**src/core/sfcc_defs.vh**
```
`ifndef SFCC_DEFS_VH
`define SFCC_DEFS_VH
// register byte offsets
`define SFCC_PROTO_OFS      8'h00
`define SFCC_SLAVE_OFS      8'h04
`define SFCC_BAUD_OFS       8'h08
`define SFCC_PARITY_OFS     8'h0C
`define SFCC_FRAME_OFS      8'h10
`define SFCC_ACC1_OFS       8'h14
`define SFCC_ACC2_OFS       8'h18
`define SFCC_IDENT_OFS      8'h1C
`define SFCC_FBADDR_OFS     8'h20
`define SFCC_FBMODE_OFS     8'h24
`define SFCC_KEYLOCK_OFS    8'h28
`define SFCC_TXDATA_OFS     8'h2C
`define SFCC_RXDATA_OFS     8'h30
`define SFCC_STATUS_OFS     8'h34
// protocol codes
`define SFCC_PROTO_OFF      2'h0
`define SFCC_PROTO_VENDOR   2'h1
`define SFCC_PROTO_ASCII    2'h2
`define SFCC_PROTO_RTU      2'h3
// parity codes
`define SFCC_PAR_NONE       2'h0
`define SFCC_PAR_ODD        2'h1
`define SFCC_PAR_EVEN       2'h2
// access codes
`define SFCC_ACC_RO         2'h0
`define SFCC_ACC_RW         2'h1
`define SFCC_ACC_RESTR      2'h2
// baud codes in tenths of kilobaud
`define SFCC_BAUD_4K8       9'h030
`define SFCC_BAUD_9K6       9'h060
`define SFCC_BAUD_19K2      9'h0C0
`define SFCC_BAUD_38K4      9'h180
// reset values and fieldbus address limits
`define SFCC_PROTO_RST      2'h1
`define SFCC_SLAVE_RST      17'h00001
`define SFCC_BAUD_RST       9'h060
`define SFCC_PARITY_RST     2'h0
`define SFCC_ACC_RST        2'h1
`define SFCC_IDENT_RST      1'h0
`define SFCC_FB_PA_RST      7'h7E
`define SFCC_FB_HART_RST    7'h00
`define SFCC_FB_PA_MIN      7'h01
`define SFCC_FB_PA_MAX      7'h7E
`define SFCC_FB_HART_MAX    7'h10
// frame format: data bits and stop bits
`define SFCC_DATA_BITS      4'h8
`define SFCC_STOP_BITS      4'h1
// bit times in 200 MHz clocks
`define SFCC_DIV_4K8        16'hA2C2
`define SFCC_DIV_9K6        16'h5161
`endif

```
**src/core/sfcc_uart.v**
```verilog
`timescale 1ns/10ps
`include "sfcc_defs.vh"
module sfcc_uart (
    // clock and reset
    input  wire        clk,
    input  wire        sys_rst,
    // settings
    input  wire        enable,
    input  wire [15:0] bit_cyc,
    input  wire [1:0]  parity_sel,
    // transmit
    input  wire        tx_start,
    input  wire [7:0]  tx_data,
    output reg         tx_busy_r,
    // receive
    output reg         rx_done_r,
    output reg  [7:0]  rx_data_r,
    output reg         rx_par_err_r,
    output reg         rx_frm_err_r,
    // line
    input  wire        rx_pin,
    output reg         tx_pin_r,
    output reg         tx_oe_r
);
    reg  [1:0]  rx_sync_r;
    reg  [15:0] tx_cnt_r;
    reg  [3:0]  tx_bit_r;
    reg  [10:0] tx_sh_r;
    reg  [15:0] rx_cnt_r;
    reg  [3:0]  rx_bit_r;
    reg  [9:0]  rx_sh_r;
    reg         rx_act_r;
    wire        par_on  = (parity_sel != `SFCC_PAR_NONE);
    wire [3:0]  last    = par_on ? 4'hA : 4'h9;
    wire        rx_line = rx_sync_r[1];

    function par_bit;
        input [7:0] d;
        input [1:0] sel;
        par_bit = (sel == `SFCC_PAR_ODD) ? ~(^d) : (^d);
    endfunction

    always @(posedge clk or posedge sys_rst) begin
        if (sys_rst) begin
            rx_sync_r <= 2'h3;
        end else begin
            rx_sync_r <= {rx_sync_r[0], rx_pin};
        end
    end

    // transmitter: start, 8 data lsb first, optional parity, 1 stop
    always @(posedge clk or posedge sys_rst) begin
        if (sys_rst) begin
            tx_busy_r <= 1'b0;
            tx_pin_r  <= 1'b1;
            tx_oe_r   <= 1'b0;
            tx_cnt_r  <= 16'h0000;
            tx_bit_r  <= 4'h0;
            tx_sh_r   <= 11'h7FF;
        end else if (!tx_busy_r) begin
            tx_pin_r <= 1'b1;
            tx_oe_r  <= 1'b0;
            if (tx_start && enable) begin
                tx_busy_r <= 1'b1;
                tx_oe_r   <= 1'b1;
                tx_pin_r  <= 1'b0;
                tx_cnt_r  <= bit_cyc;
                tx_bit_r  <= 4'h0;
                tx_sh_r   <= par_on ?
                    {1'b1, par_bit(tx_data, parity_sel), tx_data, 1'b0} :
                    {2'h3, tx_data, 1'b0};
            end
        end else if (tx_cnt_r > 16'h0001) begin
            tx_cnt_r <= tx_cnt_r - 16'h0001;
        end else if (tx_bit_r == last) begin
            // release the bus after the stop bit
            tx_busy_r <= 1'b0;
            tx_oe_r   <= 1'b0;
            tx_pin_r  <= 1'b1;
        end else begin
            tx_cnt_r <= bit_cyc;
            tx_bit_r <= tx_bit_r + 4'h1;
            tx_sh_r  <= {1'b1, tx_sh_r[10:1]};
            tx_pin_r <= tx_sh_r[1];
        end
    end

    // receiver samples mid bit; disabled port drops a frame being received, while a transmit in progress still finishes
    always @(posedge clk or posedge sys_rst) begin
        if (sys_rst) begin
            rx_act_r     <= 1'b0;
            rx_cnt_r     <= 16'h0000;
            rx_bit_r     <= 4'h0;
            rx_sh_r      <= 10'h000;
            rx_done_r    <= 1'b0;
            rx_data_r    <= 8'h00;
            rx_par_err_r <= 1'b0;
            rx_frm_err_r <= 1'b0;
        end else begin
            rx_done_r <= 1'b0;
            if (!enable) begin
                rx_act_r <= 1'b0;
            end else if (!rx_act_r) begin
                if (!rx_line) begin
                    rx_act_r <= 1'b1;
                    rx_cnt_r <= {1'b0, bit_cyc[15:1]};
                    rx_bit_r <= 4'h0;
                end
            end else if (rx_cnt_r > 16'h0001) begin
                rx_cnt_r <= rx_cnt_r - 16'h0001;
            end else if (rx_bit_r == 4'h0 && rx_line) begin
                // glitch, not a start bit
                rx_act_r <= 1'b0;
            end else if (rx_bit_r == last) begin
                rx_act_r     <= 1'b0;
                rx_done_r    <= 1'b1;
                rx_data_r    <= rx_sh_r[8:1];
                rx_frm_err_r <= ~rx_line;
                rx_par_err_r <= par_on &&
                    (rx_sh_r[9] != par_bit(rx_sh_r[8:1], parity_sel));
            end else begin
                rx_cnt_r <= bit_cyc;
                rx_bit_r <= rx_bit_r + 4'h1;
                rx_sh_r  <= par_on ? {rx_line, rx_sh_r[9:1]} :
                                     {1'b0, rx_line, rx_sh_r[8:1]};
            end
        end
    end
endmodule

```
**src/core/sfcc_top.v**
```verilog
// Operation
// - protocol select: off, vendor, ascii, rtu
// - baud in kilobaud: 4.8/9.6/19.2/38.4
// - any baud accepted, only listed supported
// - parity 0 none, 1 odd, 2 even
// - frame is eight data, one stop
// - access entry 1 serial, 2 fieldbus
// - access 0 ro, 1 rw, 2 restricted
// - remote write follows access entry only
// - keypad lock ignores modbus traffic
// - ident select 0 vendor, 1 profile
// - fieldbus address pa 1..126, hart 0..16
//
// Decided for this implementation: the register addresses and the APB interface to the registers.
`timescale 1ns/10ps
`include "sfcc_defs.vh"
module sfcc_top (
    // clock and reset
    input  wire        clk,
    input  wire        sys_rst,
    // apb slave
    input  wire        psel,
    input  wire        penable,
    input  wire        pwrite,
    input  wire [7:0]  paddr,
    input  wire [31:0] pwdata,
    output reg  [31:0] prdata,
    output reg         pready,
    output reg         pslverr,
    // rs-485 line
    input  wire        ser_rx,
    output wire        ser_tx,
    output wire        ser_tx_oe,
    // remote write permission check
    input  wire        rmt_wr_req,
    input  wire        rmt_port,
    input  wire        rmt_is_access,
    output reg         rmt_wr_grant_r,
    output reg         rmt_wr_deny_r,
    // settings seen by the rest of the device
    output reg  [1:0]  serial_protocol_select,
    output reg  [16:0] serial_slave_address,
    output reg         ident_number_select,
    output reg  [6:0]  fieldbus_address,
    output reg         fieldbus_hart_mode,
    output reg         keypad_lock
);
    reg  [8:0]  serial_baud_select;
    reg  [1:0]  serial_parity_select;
    reg  [1:0]  acc_serial_r;
    reg  [1:0]  acc_fbus_r;
    reg         rx_valid_r;
    reg  [7:0]  rx_hold_r;
    reg         overrun_r;
    reg         par_err_r;
    reg         frm_err_r;
    reg         tx_go_r;
    reg  [7:0]  tx_byte_r;
    reg  [31:0] rd_nxt;
    reg         map_nxt;
    wire        tx_busy;
    wire        rx_done;
    wire [7:0]  rx_data;
    wire        rx_par_err;
    wire        rx_frm_err;
    wire        port_on = (serial_protocol_select != `SFCC_PROTO_OFF);
    wire        acc_ph  = psel && penable;
    wire        wr_ok   = acc_ph && pready && pwrite;
    wire        rd_ok   = acc_ph && pready && !pwrite;
    wire        baud_ok = baud_supported(serial_baud_select);
    wire        addr_ok = (serial_slave_address != 17'h00000) &&
                          (serial_slave_address <= 17'h000F7);
    wire [15:0] bit_cyc = baud_cycles(serial_baud_select);
    wire [1:0]  acc_sel = rmt_port ? acc_fbus_r : acc_serial_r;
    wire        acc_first = acc_ph && !pready;
    wire        rx_rd   = rd_ok && (paddr == `SFCC_RXDATA_OFS);
    wire        st_wr   = wr_ok && (paddr == `SFCC_STATUS_OFS);
    wire        tx_wr   = wr_ok && (paddr == `SFCC_TXDATA_OFS);

    function baud_supported;
        input [8:0] b;
        baud_supported = (b == `SFCC_BAUD_4K8) || (b == `SFCC_BAUD_9K6) ||
                         (b == `SFCC_BAUD_19K2) || (b == `SFCC_BAUD_38K4);
    endfunction

    // unsupported codes run at 9600 so the port stays reachable
    function [15:0] baud_cycles;
        input [8:0] b;
        case (b)
            `SFCC_BAUD_4K8:  baud_cycles = `SFCC_DIV_4K8;
            `SFCC_BAUD_19K2: baud_cycles = `SFCC_DIV_9K6 >> 1;
            `SFCC_BAUD_38K4: baud_cycles = `SFCC_DIV_9K6 >> 2;
            default:         baud_cycles = `SFCC_DIV_9K6;
        endcase
    endfunction

    // code 3 is reserved in the parity and access selectors
    function code_ok;
        input [1:0] c;
        code_ok = (c != 2'h3);
    endfunction

    function fb_in_range;
        input       hart;
        input [6:0] a;
        fb_in_range = hart ? (a <= `SFCC_FB_HART_MAX) :
                      (a >= `SFCC_FB_PA_MIN && a <= `SFCC_FB_PA_MAX);
    endfunction

    // read mux
    // spare bits read as zero
    always @* begin
        rd_nxt  = 32'h00000000;
        map_nxt = 1'b1;
        case (paddr)
            `SFCC_PROTO_OFS:   rd_nxt[1:0]  = serial_protocol_select;
            `SFCC_SLAVE_OFS:   rd_nxt[16:0] = serial_slave_address;
            `SFCC_BAUD_OFS:    rd_nxt[8:0]  = serial_baud_select;
            `SFCC_PARITY_OFS:  rd_nxt[1:0]  = serial_parity_select;
            `SFCC_FRAME_OFS:   rd_nxt[7:0]  = {`SFCC_STOP_BITS,
                                               `SFCC_DATA_BITS};
            `SFCC_ACC1_OFS:    rd_nxt[1:0]  = acc_serial_r;
            `SFCC_ACC2_OFS:    rd_nxt[1:0]  = acc_fbus_r;
            `SFCC_IDENT_OFS:   rd_nxt[0]    = ident_number_select;
            `SFCC_FBADDR_OFS:  rd_nxt[6:0]  = fieldbus_address;
            `SFCC_FBMODE_OFS:  rd_nxt[0]    = fieldbus_hart_mode;
            `SFCC_KEYLOCK_OFS: rd_nxt[0]    = keypad_lock;
            `SFCC_TXDATA_OFS:  rd_nxt[7:0]  = tx_byte_r;
            `SFCC_RXDATA_OFS:  rd_nxt[7:0]  = rx_hold_r;
            `SFCC_STATUS_OFS:  rd_nxt[7:0]  = {addr_ok, baud_ok, frm_err_r,
                                               par_err_r, overrun_r,
                                               tx_busy, rx_valid_r,
                                               port_on};
            default:           map_nxt      = 1'b0;
        endcase
    end

    // apb: one wait state so read data comes from a flop
    always @(posedge clk or posedge sys_rst) begin
        if (sys_rst) begin
            pready  <= 1'b0;
            pslverr <= 1'b0;
        end else begin
            pready  <= acc_first;
            pslverr <= acc_first && !map_nxt;
        end
    end

    // prdata holds until the next read
    always @(posedge clk or posedge sys_rst) begin
        if (sys_rst) begin
            prdata <= 32'h00000000;
        end else if (acc_first && !pwrite) begin
            prdata <= rd_nxt;
        end
    end

    // configuration registers; a write to an unmapped word is dropped
    always @(posedge clk or posedge sys_rst) begin
        if (sys_rst) begin
            serial_protocol_select <= `SFCC_PROTO_RST;
            serial_slave_address   <= `SFCC_SLAVE_RST;
            serial_baud_select     <= `SFCC_BAUD_RST;
            serial_parity_select   <= `SFCC_PARITY_RST;
            acc_serial_r           <= `SFCC_ACC_RST;
            acc_fbus_r             <= `SFCC_ACC_RST;
            ident_number_select    <= `SFCC_IDENT_RST;
            fieldbus_address       <= `SFCC_FB_PA_RST;
            fieldbus_hart_mode     <= 1'b0;
            keypad_lock            <= 1'b0;
        end else if (wr_ok) begin
            case (paddr)
                `SFCC_PROTO_OFS:
                    serial_protocol_select <= pwdata[1:0];
                // full field kept; range is the installer's duty
                `SFCC_SLAVE_OFS:
                    serial_slave_address <= pwdata[16:0];
                `SFCC_BAUD_OFS:
                    serial_baud_select <= pwdata[8:0];
                `SFCC_PARITY_OFS:
                    if (code_ok(pwdata[1:0])) begin
                        serial_parity_select <= pwdata[1:0];
                    end
                `SFCC_ACC1_OFS:
                    if (code_ok(pwdata[1:0])) begin
                        acc_serial_r <= pwdata[1:0];
                    end
                `SFCC_ACC2_OFS:
                    if (code_ok(pwdata[1:0])) begin
                        acc_fbus_r <= pwdata[1:0];
                    end
                `SFCC_IDENT_OFS:
                    ident_number_select <= pwdata[0];
                `SFCC_FBADDR_OFS:
                    if (fb_in_range(fieldbus_hart_mode,
                                    pwdata[6:0]) &&
                        pwdata[31:7] == 25'h0000000) begin
                        fieldbus_address <= pwdata[6:0];
                    end
                `SFCC_FBMODE_OFS: begin
                    // mode change reloads that bus's default address
                    fieldbus_hart_mode <= pwdata[0];
                    if (pwdata[0] != fieldbus_hart_mode) begin
                        fieldbus_address <= pwdata[0] ?
                            `SFCC_FB_HART_RST : `SFCC_FB_PA_RST;
                    end
                end
                // local keypad only
                `SFCC_KEYLOCK_OFS:
                    keypad_lock <= pwdata[0];
                default: ;
            endcase
        end
    end

    // transmit request and receive holding
    always @(posedge clk or posedge sys_rst) begin
        if (sys_rst) begin
            tx_go_r    <= 1'b0;
            tx_byte_r  <= 8'h00;
            rx_valid_r <= 1'b0;
            rx_hold_r  <= 8'h00;
            overrun_r  <= 1'b0;
            par_err_r  <= 1'b0;
            frm_err_r  <= 1'b0;
        end else begin
            tx_go_r <= 1'b0;
            // busy drops the byte; poll tx_busy
            if (tx_wr && !tx_busy && port_on) begin
                tx_go_r   <= 1'b1;
                tx_byte_r <= pwdata[7:0];
            end
            // status flags clear on write of one; a new event wins
            if (st_wr) begin
                if (pwdata[3]) overrun_r <= 1'b0;
                if (pwdata[4]) par_err_r <= 1'b0;
                if (pwdata[5]) frm_err_r <= 1'b0;
            end
            if (rx_rd) begin
                rx_valid_r <= 1'b0;
            end
            if (rx_done) begin
                rx_valid_r <= 1'b1;
                rx_hold_r  <= rx_data;
                // newest character wins
                if (rx_valid_r && !rx_rd) begin
                    overrun_r <= 1'b1;
                end
                if (rx_par_err) par_err_r <= 1'b1;
                if (rx_frm_err) frm_err_r <= 1'b1;
            end
        end
    end

    // remote write check; keypad lock is deliberately not an input here
    always @(posedge clk or posedge sys_rst) begin
        if (sys_rst) begin
            rmt_wr_grant_r <= 1'b0;
            rmt_wr_deny_r  <= 1'b0;
        end else begin
            rmt_wr_grant_r <= 1'b0;
            rmt_wr_deny_r  <= 1'b0;
            if (rmt_wr_req) begin
                case (acc_sel)
                    `SFCC_ACC_RW:
                        rmt_wr_grant_r <= 1'b1;
                    `SFCC_ACC_RESTR: begin
                        rmt_wr_grant_r <= rmt_is_access;
                        rmt_wr_deny_r  <= !rmt_is_access;
                    end
                    // code 3 denies, the safe side
                    default:
                        rmt_wr_deny_r <= 1'b1;
                endcase
            end
        end
    end

    // settings act at once; change them idle
    sfcc_uart u_uart (
        .clk          (clk),
        .sys_rst      (sys_rst),
        .enable       (port_on),
        .bit_cyc      (bit_cyc),
        .parity_sel   (serial_parity_select),
        .tx_start     (tx_go_r),
        .tx_data      (tx_byte_r),
        .tx_busy_r    (tx_busy),
        .rx_done_r    (rx_done),
        .rx_data_r    (rx_data),
        .rx_par_err_r (rx_par_err),
        .rx_frm_err_r (rx_frm_err),
        .rx_pin       (ser_rx),
        .tx_pin_r     (ser_tx),
        .tx_oe_r      (ser_tx_oe)
    );
endmodule

```
**config.mk**
```make
export PLATFORM = sky130hd
export DESIGN_NAME = sfcc_top
export DESIGN_NICKNAME = d
export VERILOG_FILES = /design/src/core/sfcc_uart.v /design/src/core/sfcc_top.v
export VERILOG_INCLUDE_DIRS = /design/src /design/src/core
export SDC_FILE = /design/constraint.sdc
export NUM_CORES = 1
export LEC_CHECK = 0
export ABC_AREA = 1
export BUFFER_PORTS_ARGS = -buffer_cell sky130_fd_sc_hd__buf_2
export CAP_MARGIN = 15
export CORE_ASPECT_RATIO = 0.75
export CORE_MARGIN = 3
export CORE_UTILIZATION = 53
export CTS_CLUSTER_DIAMETER = 60
export CTS_CLUSTER_SIZE = 14
export DETAILED_ROUTE_END_ITERATION = 8
export PLACE_DENSITY = 0.86
export SETUP_SLACK_MARGIN = 0.02
export SYNTH_ARGS = -nofsm -noshare
export SYNTH_HDL_FRONTEND = slang
export SYNTH_SLANG_ARGS = --single-unit
```
**constraint.sdc**
```tcl
create_clock -name clk -period 6.25 [get_ports clk]
set_input_delay 1.875 -clock clk [delete_from_list [all_inputs] [get_ports clk]]
set_output_delay 1.875 -clock clk [all_outputs]
set_load 0.02 [all_outputs]
```
==> results of run 1 <==
report_power, final:
part	switching, mW	internal (mW)	total [mW]
Combinational	0.211	0.0912	0.302
Sequential	0.0125	1.05	1.07
Clock	0.465	0.573	1.04
Total	0.688	1.72	2.41
registers in the layout (all words and copies together) (netlist names), 4 cells and up:
register / cells
fieldbus_address: 7
prdata: 17
rx_hold_r: 8
serial_baud_select: 9
serial_slave_address: 17
tx_byte_r: 8
u_uart.rx_bit_r: 4
u_uart.rx_cnt_r: 16
u_uart.rx_data_r: 8
u_uart.rx_sh_r: 9
u_uart.tx_bit_r: 4
u_uart.tx_cnt_r: 16
u_uart.tx_sh_r: 9
cell families (layout without fill, tap and decap cells):
| logic type | after synthesis | in the layout | share of synthesized area (%) |
|---|---|---|---|
| AOI/OAI and AO/OA | 181 | 181 | 10.84 |
| adders and majority gates | 9 | 9 | 1.205 |
| and+or+nand+nor | 693 | 693 | 32.16 |
| muxes | 8 | 8 | 0.8567 |
| other | 1 | 15 | 0.04012 |
| xor gates and xnor gates | 31 | 31 | 2.905 |
| DFF | 161 | 161 | 43.42 |
| buffers and inverters | 185 | 282 | 8.566 |
cell type report:
class	instances	area (um^2)	share of cell area (%)
multi-input combinational	937	4541	43.01
sequential	161	4059	38.45
inverter	147	559.3	5.298
timing repair buffer	103	523.0	4.954
clock buffer	19	442.9	4.196
tap	236	295.3	2.797
clock inverter	13	136.4	1.292
layout by cell type (no fill, tap or decap), drive strengths merged, types with 2 or more instances in the layout:
cell type,Yosys,layout
nor3,11,11
clkbuf,7,19
nor2,165,165
conb,1,15
buf,31,103
xnor2,9,9
a21oi,30,30
ha,9,9
dfstp,24,24
xor2,22,22
nand3,78,78
clkinv,1,5
o22ai,2,2
nand3b,8,8
inv,146,154
mux2i,8,8
a21boi,2,2
or2,3,3
nand2,415,415
o21ai,143,143
nand4,10,10
dfrtp,137,137
metal layers:
| layer | track usage (%) | wire length, um |
|---|---|---|
| met5 | 0 | 0 |
| met3 | 7.472 | 2212 |
| met2 | 38.75 | 10670 |
| met4 | 7.709 | 335 |
| met1 | 36.73 | 10870 |
stage by stage:
stage	hold WS (ps)	util, %	cells	power [mW]	instance area (um^2)
after global placement	347.7	58.58	1584	1.376	9977
after CTS	358.8	61.98	1616	2.411	10560
after global routing	363.1	61.98	1616	2.501	10560
after detailed placement	349.2	58.58	1584	1.381	9977
after floorplan	345.2	-	1283	1.308	9400
final	356.9	61.98	1616	2.406	10560
worst max path at each step:
stage / start / end / slack, ps / cells past startpoint
global placement: psel / serial_slave_address[7] / 2850 / 7
CTS: serial_slave_address[0] / serial_slave_address[0] / 3130 / 1
detailed placement: psel / serial_slave_address[8] / 2760 / 7
global route: psel / serial_slave_address[13] / 2950 / 8
finish: serial_slave_address[0] / serial_slave_address[0] / 3140 / 1
floorplan: sys_rst / acc_fbus_r[1] / 70 / 1
==> reports/results.env, run 1 <==
DIEHEIGHT_UM=121.0
SYNTH.FF_LATCH_COUNT=161
FIN_NETS=1425
IO-PIN-COUNT=116
SYNTH-MAIN-FF-CELL='sky130_fd_sc_hd__dfrtp_1'
PERIOD_NEEDED_PS=3113
CP.BUFFERS_INVERTERS=1
ASYNC_S_R_FF_SHARE_SYNTH_PCT=100.0
SYNTHESIS.YOSYS.WARNINGS=0
MIN_PATH_CELLS=0
SYNTH_CELL_TYPE_COUNT=43
DIE_W_UM=159.4
CP.ARRIVAL_PS=1240
GRT_FIRST_PASS_WIRELENGTH_MM=40.32
GLOBALPLACE.CONGESTION=0.9490
PATH_CELLS='buf_2'
SYNTH_ENABLE_FLOP_CELLS=0
POST_SYNTH.CELL_AREA_AVG_UM2=7.366
WORSTSETUPENDPOINTTYPE='primary output'
WIRE_PER_INST_UM=14.91
SKEW_PS=10.57
FLOORPLAN.CORE_AREA_UM2=17030
HOLD_VIOLATIONS=0
WORST_R2R_STARTPOINT='u_uart.tx_cnt_r[0]'
AREAGROWTHSYNTHTOFINISH_PCT=12.93
AREA_OF_THE_DIE_UM2=19280
POSTCTSSETUPREPAIRBUFS=0
SYNTH_TOP_AREA_SHARE_PCT=36.68
VIAS=8611
ANTENNA_FOUND_INITIAL=0
SEQ_AREA_FRAC_SYNTH_PCT=43.42
WORST_HOLD_PATH.ENDPOINT='u_uart.rx_sync_r[1]'
CTS.REPAIR.RESIZED=0
SETUP_VIOL=0
WORST-ENDPOINT-REQUIRED_PS=4380
CRITICAL_PATH_CLASS='flip-flop to primary output'
NUMBER_OF_INSERTED_DIODES=0
FINAL_CRITICAL_PATH_SETUP_SLACK_PS=3137
SYNTH_TOP_CELL_BY_AREA='sky130_fd_sc_hd__dfrtp_1'
ROWS=41
GLOBALROUTETOTALUTIL_PCT=25.88
P_LEAK_nW=5.504
CLK-INSERTION-DELAY-LATE_PS=440
MAX_SLEW.WORST_PIN.SLEW_PS=766.3
POSTROUTEWIRELENGTH_MM=24.09
HOLD_PATH.STARTPOINT='u_uart.rx_sync_r[0]'
WORSTREG2REGEND='u_uart.tx_bit_r[3]'
GRT_PASS1_VIAS=8121
ANTENNA_LEFT=0
WORST_SLEW_MARGIN_REL_PCT=48.52
CTS.HOLD.BUFFERS_ADDED=0
DRV.MAX_CAP_VIOLATION_COUNT=0
STARTPOINT_TYPE='flip-flop'
POWER-PER-CELL-AREA_nW_PER_UM2=227.9
REG2REGPATHDEPTH=9
WORST_PATH_MAX_DELAY_CELL='sky130_fd_sc_hd__dfstp_2'
CTS_SINKS=161
DRIVE_ABOVE_1_SHARE_PCT=16.23
POST-ROUTE-DRC-COUNT=0
CRITICAL_PATH.MAX_FANOUT=5
WORST_PATH_LARGEST_CELL_DELAY_PS=610
PLACE_WORST_SETUP_SLACK_PS=2756
FINAL_MIN_PERIOD_OVER_CLOCK_PERIOD_PCT=49.80
IO_BUFFER_COUNT=100
RUN_STATUS='completed'
CRITICAL_PATH.TOP_DELAY_FAMILY='flip-flops'
CLOCKBUFFERDEPTH=2
START_UTIL_PCT=54.89
MAX_H_TREE_LEVEL=4
RSZ0062_AT_GRT='no'
CTS.ROOT.BUFFER_CELL='sky130_fd_sc_hd__clkbuf_16'
DR.FIRST_ITER.DRC_COUNT=896
SYNTH.TOP_CELLS.BY_AREA='sky130_fd_sc_hd__dfrtp_1 (37%), sky130_fd_sc_hd__nand2_1 (16%), sky130_fd_sc_hd__dfstp_2 (6.7%)'
POWER.IR.VDD_WORST_mV=0.1423
VIAS_PER_CELL=5.329
SYNTH.CELLS.MOST_FREQUENT='sky130_fd_sc_hd__nand2_1 (404), sky130_fd_sc_hd__nor2_1 (149), sky130_fd_sc_hd__inv_1 (140)'
SETUP_TOTAL_NEGATIVE_SLACK_PS=0
DETAILEDROUTE.FIRSTPASSITERATIONCOUNT=7
YOSYS.CELL_COUNT.TOP_TYPE='sky130_fd_sc_hd__nand2_1'
GRT_START_MAX_NET_PINS=88
DP.FINAL_HPWL_MM=17.66
NUMCTSBUFFERS=17
ACHIEVABLE-FREQUENCY_MHz=321.3
CLK_TRANSITION_REPORTED_PATHS_PS=70
DRV_SLEW=0
REG2REG_SETUP_SLACK_PS=4010
WORST_HOLD_PATH_TYPE='flip-flop to flip-flop'
POST_SYNTH_INST_COUNT=1269
NETLIST_AREA_UM2=9348
GR-TOTAL-OVERFLOW=0
FILLERS=1470
TRITONCTS='built'
Note: power is estimated with default switching activity, not from simulation.
==> inputs of run 2 (changes only) <==
Clock period 6.25 ns to 2.75 ns, I/O delays scaled along.
==> run 2 against run 1 <==
Via count grew 1.1%. Register-to-register slack worse by 3400 ps. Global-route usage is 0.89 points higher. Non-clock buffer count up 7. Routed wire length grew 3.2%. Setup slack got worse by 2600 ps. Power is 130% higher. Largest power group unchanged.
==> reports/results.env, run 2 (synthesis gave the netlist of run 1 again) <==
RUN_STATUS='completed'
DETAILEDROUTE.FIRSTPASSITERATIONCOUNT=5  # -2
STARTPOINT='u_uart.tx_cnt_r[0]'
CTS.REPAIR.RESIZED=0  # unchanged
ROWS=41  # unchanged
CP_NUM_CELLS=10  # +9
DP.FINAL_HPWL_MM=18.30  # +3.6%
CRITICAL_PATH_CLASS='flip-flop to flip-flop'
LAYOUTNONFILLERINSTCOUNT=1623  # +0.43%
DRIVE_ABOVE_1_SHARE_PCT=16.73  # +0.49 points
WORST_SLEW_MARGIN_REL_PCT=49.46  # +0.94 points
CRITICAL_PATH.MAX_FANOUT=25  # +20
MOST_FREQUENT_STANDARD_CELL_IN_THE_LAYOUT_EXCLUDING_FILL_AND_TAP_CELLS='sky130_fd_sc_hd__nand2_1'
DR.FIRST_ITER.DRC_COUNT=813  # -9.3%
CLK-INSERTION-DELAY-LATE_PS=440  # about the same
CLK_TRANSITION_REPORTED_PATHS_PS=70  # about the same
WIRE_PER_INST_UM=15.32  # +2.7%
REG2REGPATHDEPTH=10  # +1
LAYOUT_COMMON_CELLS='sky130_fd_sc_hd__nand2_1 (404), sky130_fd_sc_hd__nor2_1 (149), sky130_fd_sc_hd__inv_1 (139)'
DRV.MAX_CAP_VIOLATION_COUNT=0  # unchanged
DIEHEIGHT_UM=121.0  # unchanged
NUMPLACEDINSTANCES=1591  # +0.44%
VIAS_PER_CELL=5.366  # +0.70%
FIN_NETS=1432  # +0.49%
IO_BUFFER_COUNT=100  # unchanged
HOLDWS_PS=348.3  # -8.647 ps
GRT_FIRST_PASS_WIRELENGTH_MM=41.34  # +2.5%
FLOORPLAN.CORE_AREA_UM2=17030  # unchanged
NUMCTSBUFFERS=17  # unchanged
MULTI_INPUT_AREA_UM2=4541  # unchanged
POST-ROUTE-DRC-COUNT=0  # unchanged
WORST_PATH_LARGEST_CELL_DELAY_PS=420  # -190 ps
P_LEAK_nW=5.537  # +0.60%
POSTLAYOUTCOREUTIL_PCT=62.36  # +0.38 points
FILLERS=1458  # -0.82%
SKEW_PS=12.18  # +1.614 ps
CTS.HOLD.BUFFERS_ADDED=0  # unchanged
CTS_SINKS=161  # unchanged
CRITICAL_PATH.TOP_DELAY_FAMILY='simple AND/OR/NAND/NOR gates'
GRT_START_MAX_NET_PINS=75  # -15%
CLOCKBUFFERDEPTH=2  # unchanged
ANTENNA_LEFT=0  # unchanged
DRV_SLEW=0  # unchanged
GLOBALPLACE.CONGESTION=0.9666  # +1.9%
START_UTIL_PCT=54.89  # unchanged
WORST_PATH_MAX_DELAY_CELL='sky130_fd_sc_hd__dfrtp_1'
HOLD_VIOLATIONS=0  # unchanged
SEQCELLAREA_UM2=4059  # unchanged
FINAL_MIN_PERIOD_OVER_CLOCK_PERIOD_PCT=79.20
ANTENNA_FOUND_INITIAL=0  # unchanged
STARTPOINT_TYPE='flip-flop'
WORST-ENDPOINT-REQUIRED_PS=3090  # -1290 ps
GRT_PASS1_VIAS=8169  # +0.59%
PATH_CELLS='inv_1 -> ha_1 -> inv_1 -> a21oi_1 -> nand2_1 -> nand2_4 -> nand3_4 -> nand2_2 -> nand2_1 -> o21ai_0'
AREA_OF_THE_DIE_UM2=19280  # unchanged
ACHIEVABLE-FREQUENCY_MHz=459.1
POWER-PER-CELL-AREA_nW_PER_UM2=510.7  # +120%
POSTROUTEWIRELENGTH_MM=24.86  # +3.2%
CP.BUFFERS_INVERTERS=2  # +1
IO-PIN-COUNT=116  # unchanged
POSTCTSSETUPREPAIRBUFS=0  # unchanged
CP.ARRIVAL_PS=2520  # +1280 ps
SETUP_VIOL=0  # unchanged
RSZ0062_AT_GRT='no'
CTS.ROOT.BUFFER_CELL='sky130_fd_sc_hd__clkbuf_16'
PERIOD_NEEDED_PS=2178
MAX_H_TREE_LEVEL=4  # unchanged
AREAGROWTHSYNTHTOFINISH_PCT=13.63
REGISTERS_WITH_THE_HIGHEST_FLIP_FLOP_COUNTS='prdata x17, serial_slave_address x17'
WORST_R2R_STARTPOINT='u_uart.tx_cnt_r[0]'
TRITONCTS='built'
DIE_W_UM=159.4  # unchanged
GLOBALROUTETOTALUTIL_PCT=26.77  # +0.89 points
VIAS=8709  # +1.1%
MAX_SLEW.WORST_PIN.SLEW_PS=752.3  # -14.05 ps
POWER.IR.VDD_WORST_mV=0.4030  # +180%
GR-TOTAL-OVERFLOW=0  # unchanged
WORST_HOLD_PATH_TYPE='input port to async pin'
NUMBER_OF_INSERTED_DIODES=0  # unchanged
WORSTSETUPENDPOINTTYPE='flip-flop'
==> run 2: changes by cell type in the layout (fill, tap and decap cells not counted), sizes merged <==
cell	previous run	this run
clkinv	5	6
clkbuf	19	17
buf	103	110
clkinvlp	0	2
bufinv	1	0
==> run 2: cell type report <==
cell class,count,area share (%)
clock inverters,15,1.343
well taps,236,2.780
inverters,147,5.254
repair buffers,110,5.654
clock buffers,17,4.005
flip-flops and latches,161,38.21
multi-input cells,937,42.75
==> run 2: per-layer routing <==
metal	GRT usage (%)	wire (um)	up-vias
met5	0	0	-
met4	7.162	486	0
met3	6.755	2429	52
met2	41.37	11020	385
met1	37.93	10930	4074
li1	-	-	4198
==> run 2: where the power goes <==
| group | switching, mW | leakage, nW | total (mW) | internal, mW |
|---|---|---|---|---|
| Clock | 1.11 | 0.281 | 2.31 | 1.20 |
| Combinational | 0.478 | 3.15 | 0.693 | 0.215 |
| Sequential | 0.0288 | 2.11 | 2.42 | 2.39 |
| Total | 1.61 | 5.54 | 5.42 | 3.81 |
==> run 2: worst paths after layout <==
path / end / slack [ps]
worst max-delay path: u_uart.tx_sh_r[3] / 570
worst min-delay path: tx_byte_r[4] / 350
worst max register to register: u_uart.tx_sh_r[3] / 570
worst min register to register: u_uart.rx_sync_r[1] / 360
max in group asynchronous: u_uart.rx_sync_r[0] / 1690
min in group clk: u_uart.rx_sync_r[1] / 360
==> run 2: metrics by stage <==
step           TNS (ps)  total power, mW  instance area [um^2]  worst slack [ps]
4_1_cts               0            5.431                 10620             595.1
5_1_grt               0            5.637                 10620             336.6
3_5_place_dp          0            3.149                 10050             308.8
3_3_place_gp          0            3.136                 10050             377.5
2_1_floorplan    -13460            2.973                  9404            -98.23
6_report              0            5.424                 10620             572.0
==> run 2: worst register-to-register path, stage by stage, from the launching register on <==
cell and delay, ps:
sky130_fd_sc_hd__dfrtp_1 420, sky130_fd_sc_hd__inv_1 90, sky130_fd_sc_hd__ha_1 210, sky130_fd_sc_hd__inv_1 80
sky130_fd_sc_hd__a21oi_1 140, sky130_fd_sc_hd__nand2_1 140, sky130_fd_sc_hd__nand2_4 210, sky130_fd_sc_hd__nand3_4 190
sky130_fd_sc_hd__nand2_2 380, sky130_fd_sc_hd__nand2_1 80, sky130_fd_sc_hd__o21ai_0 140
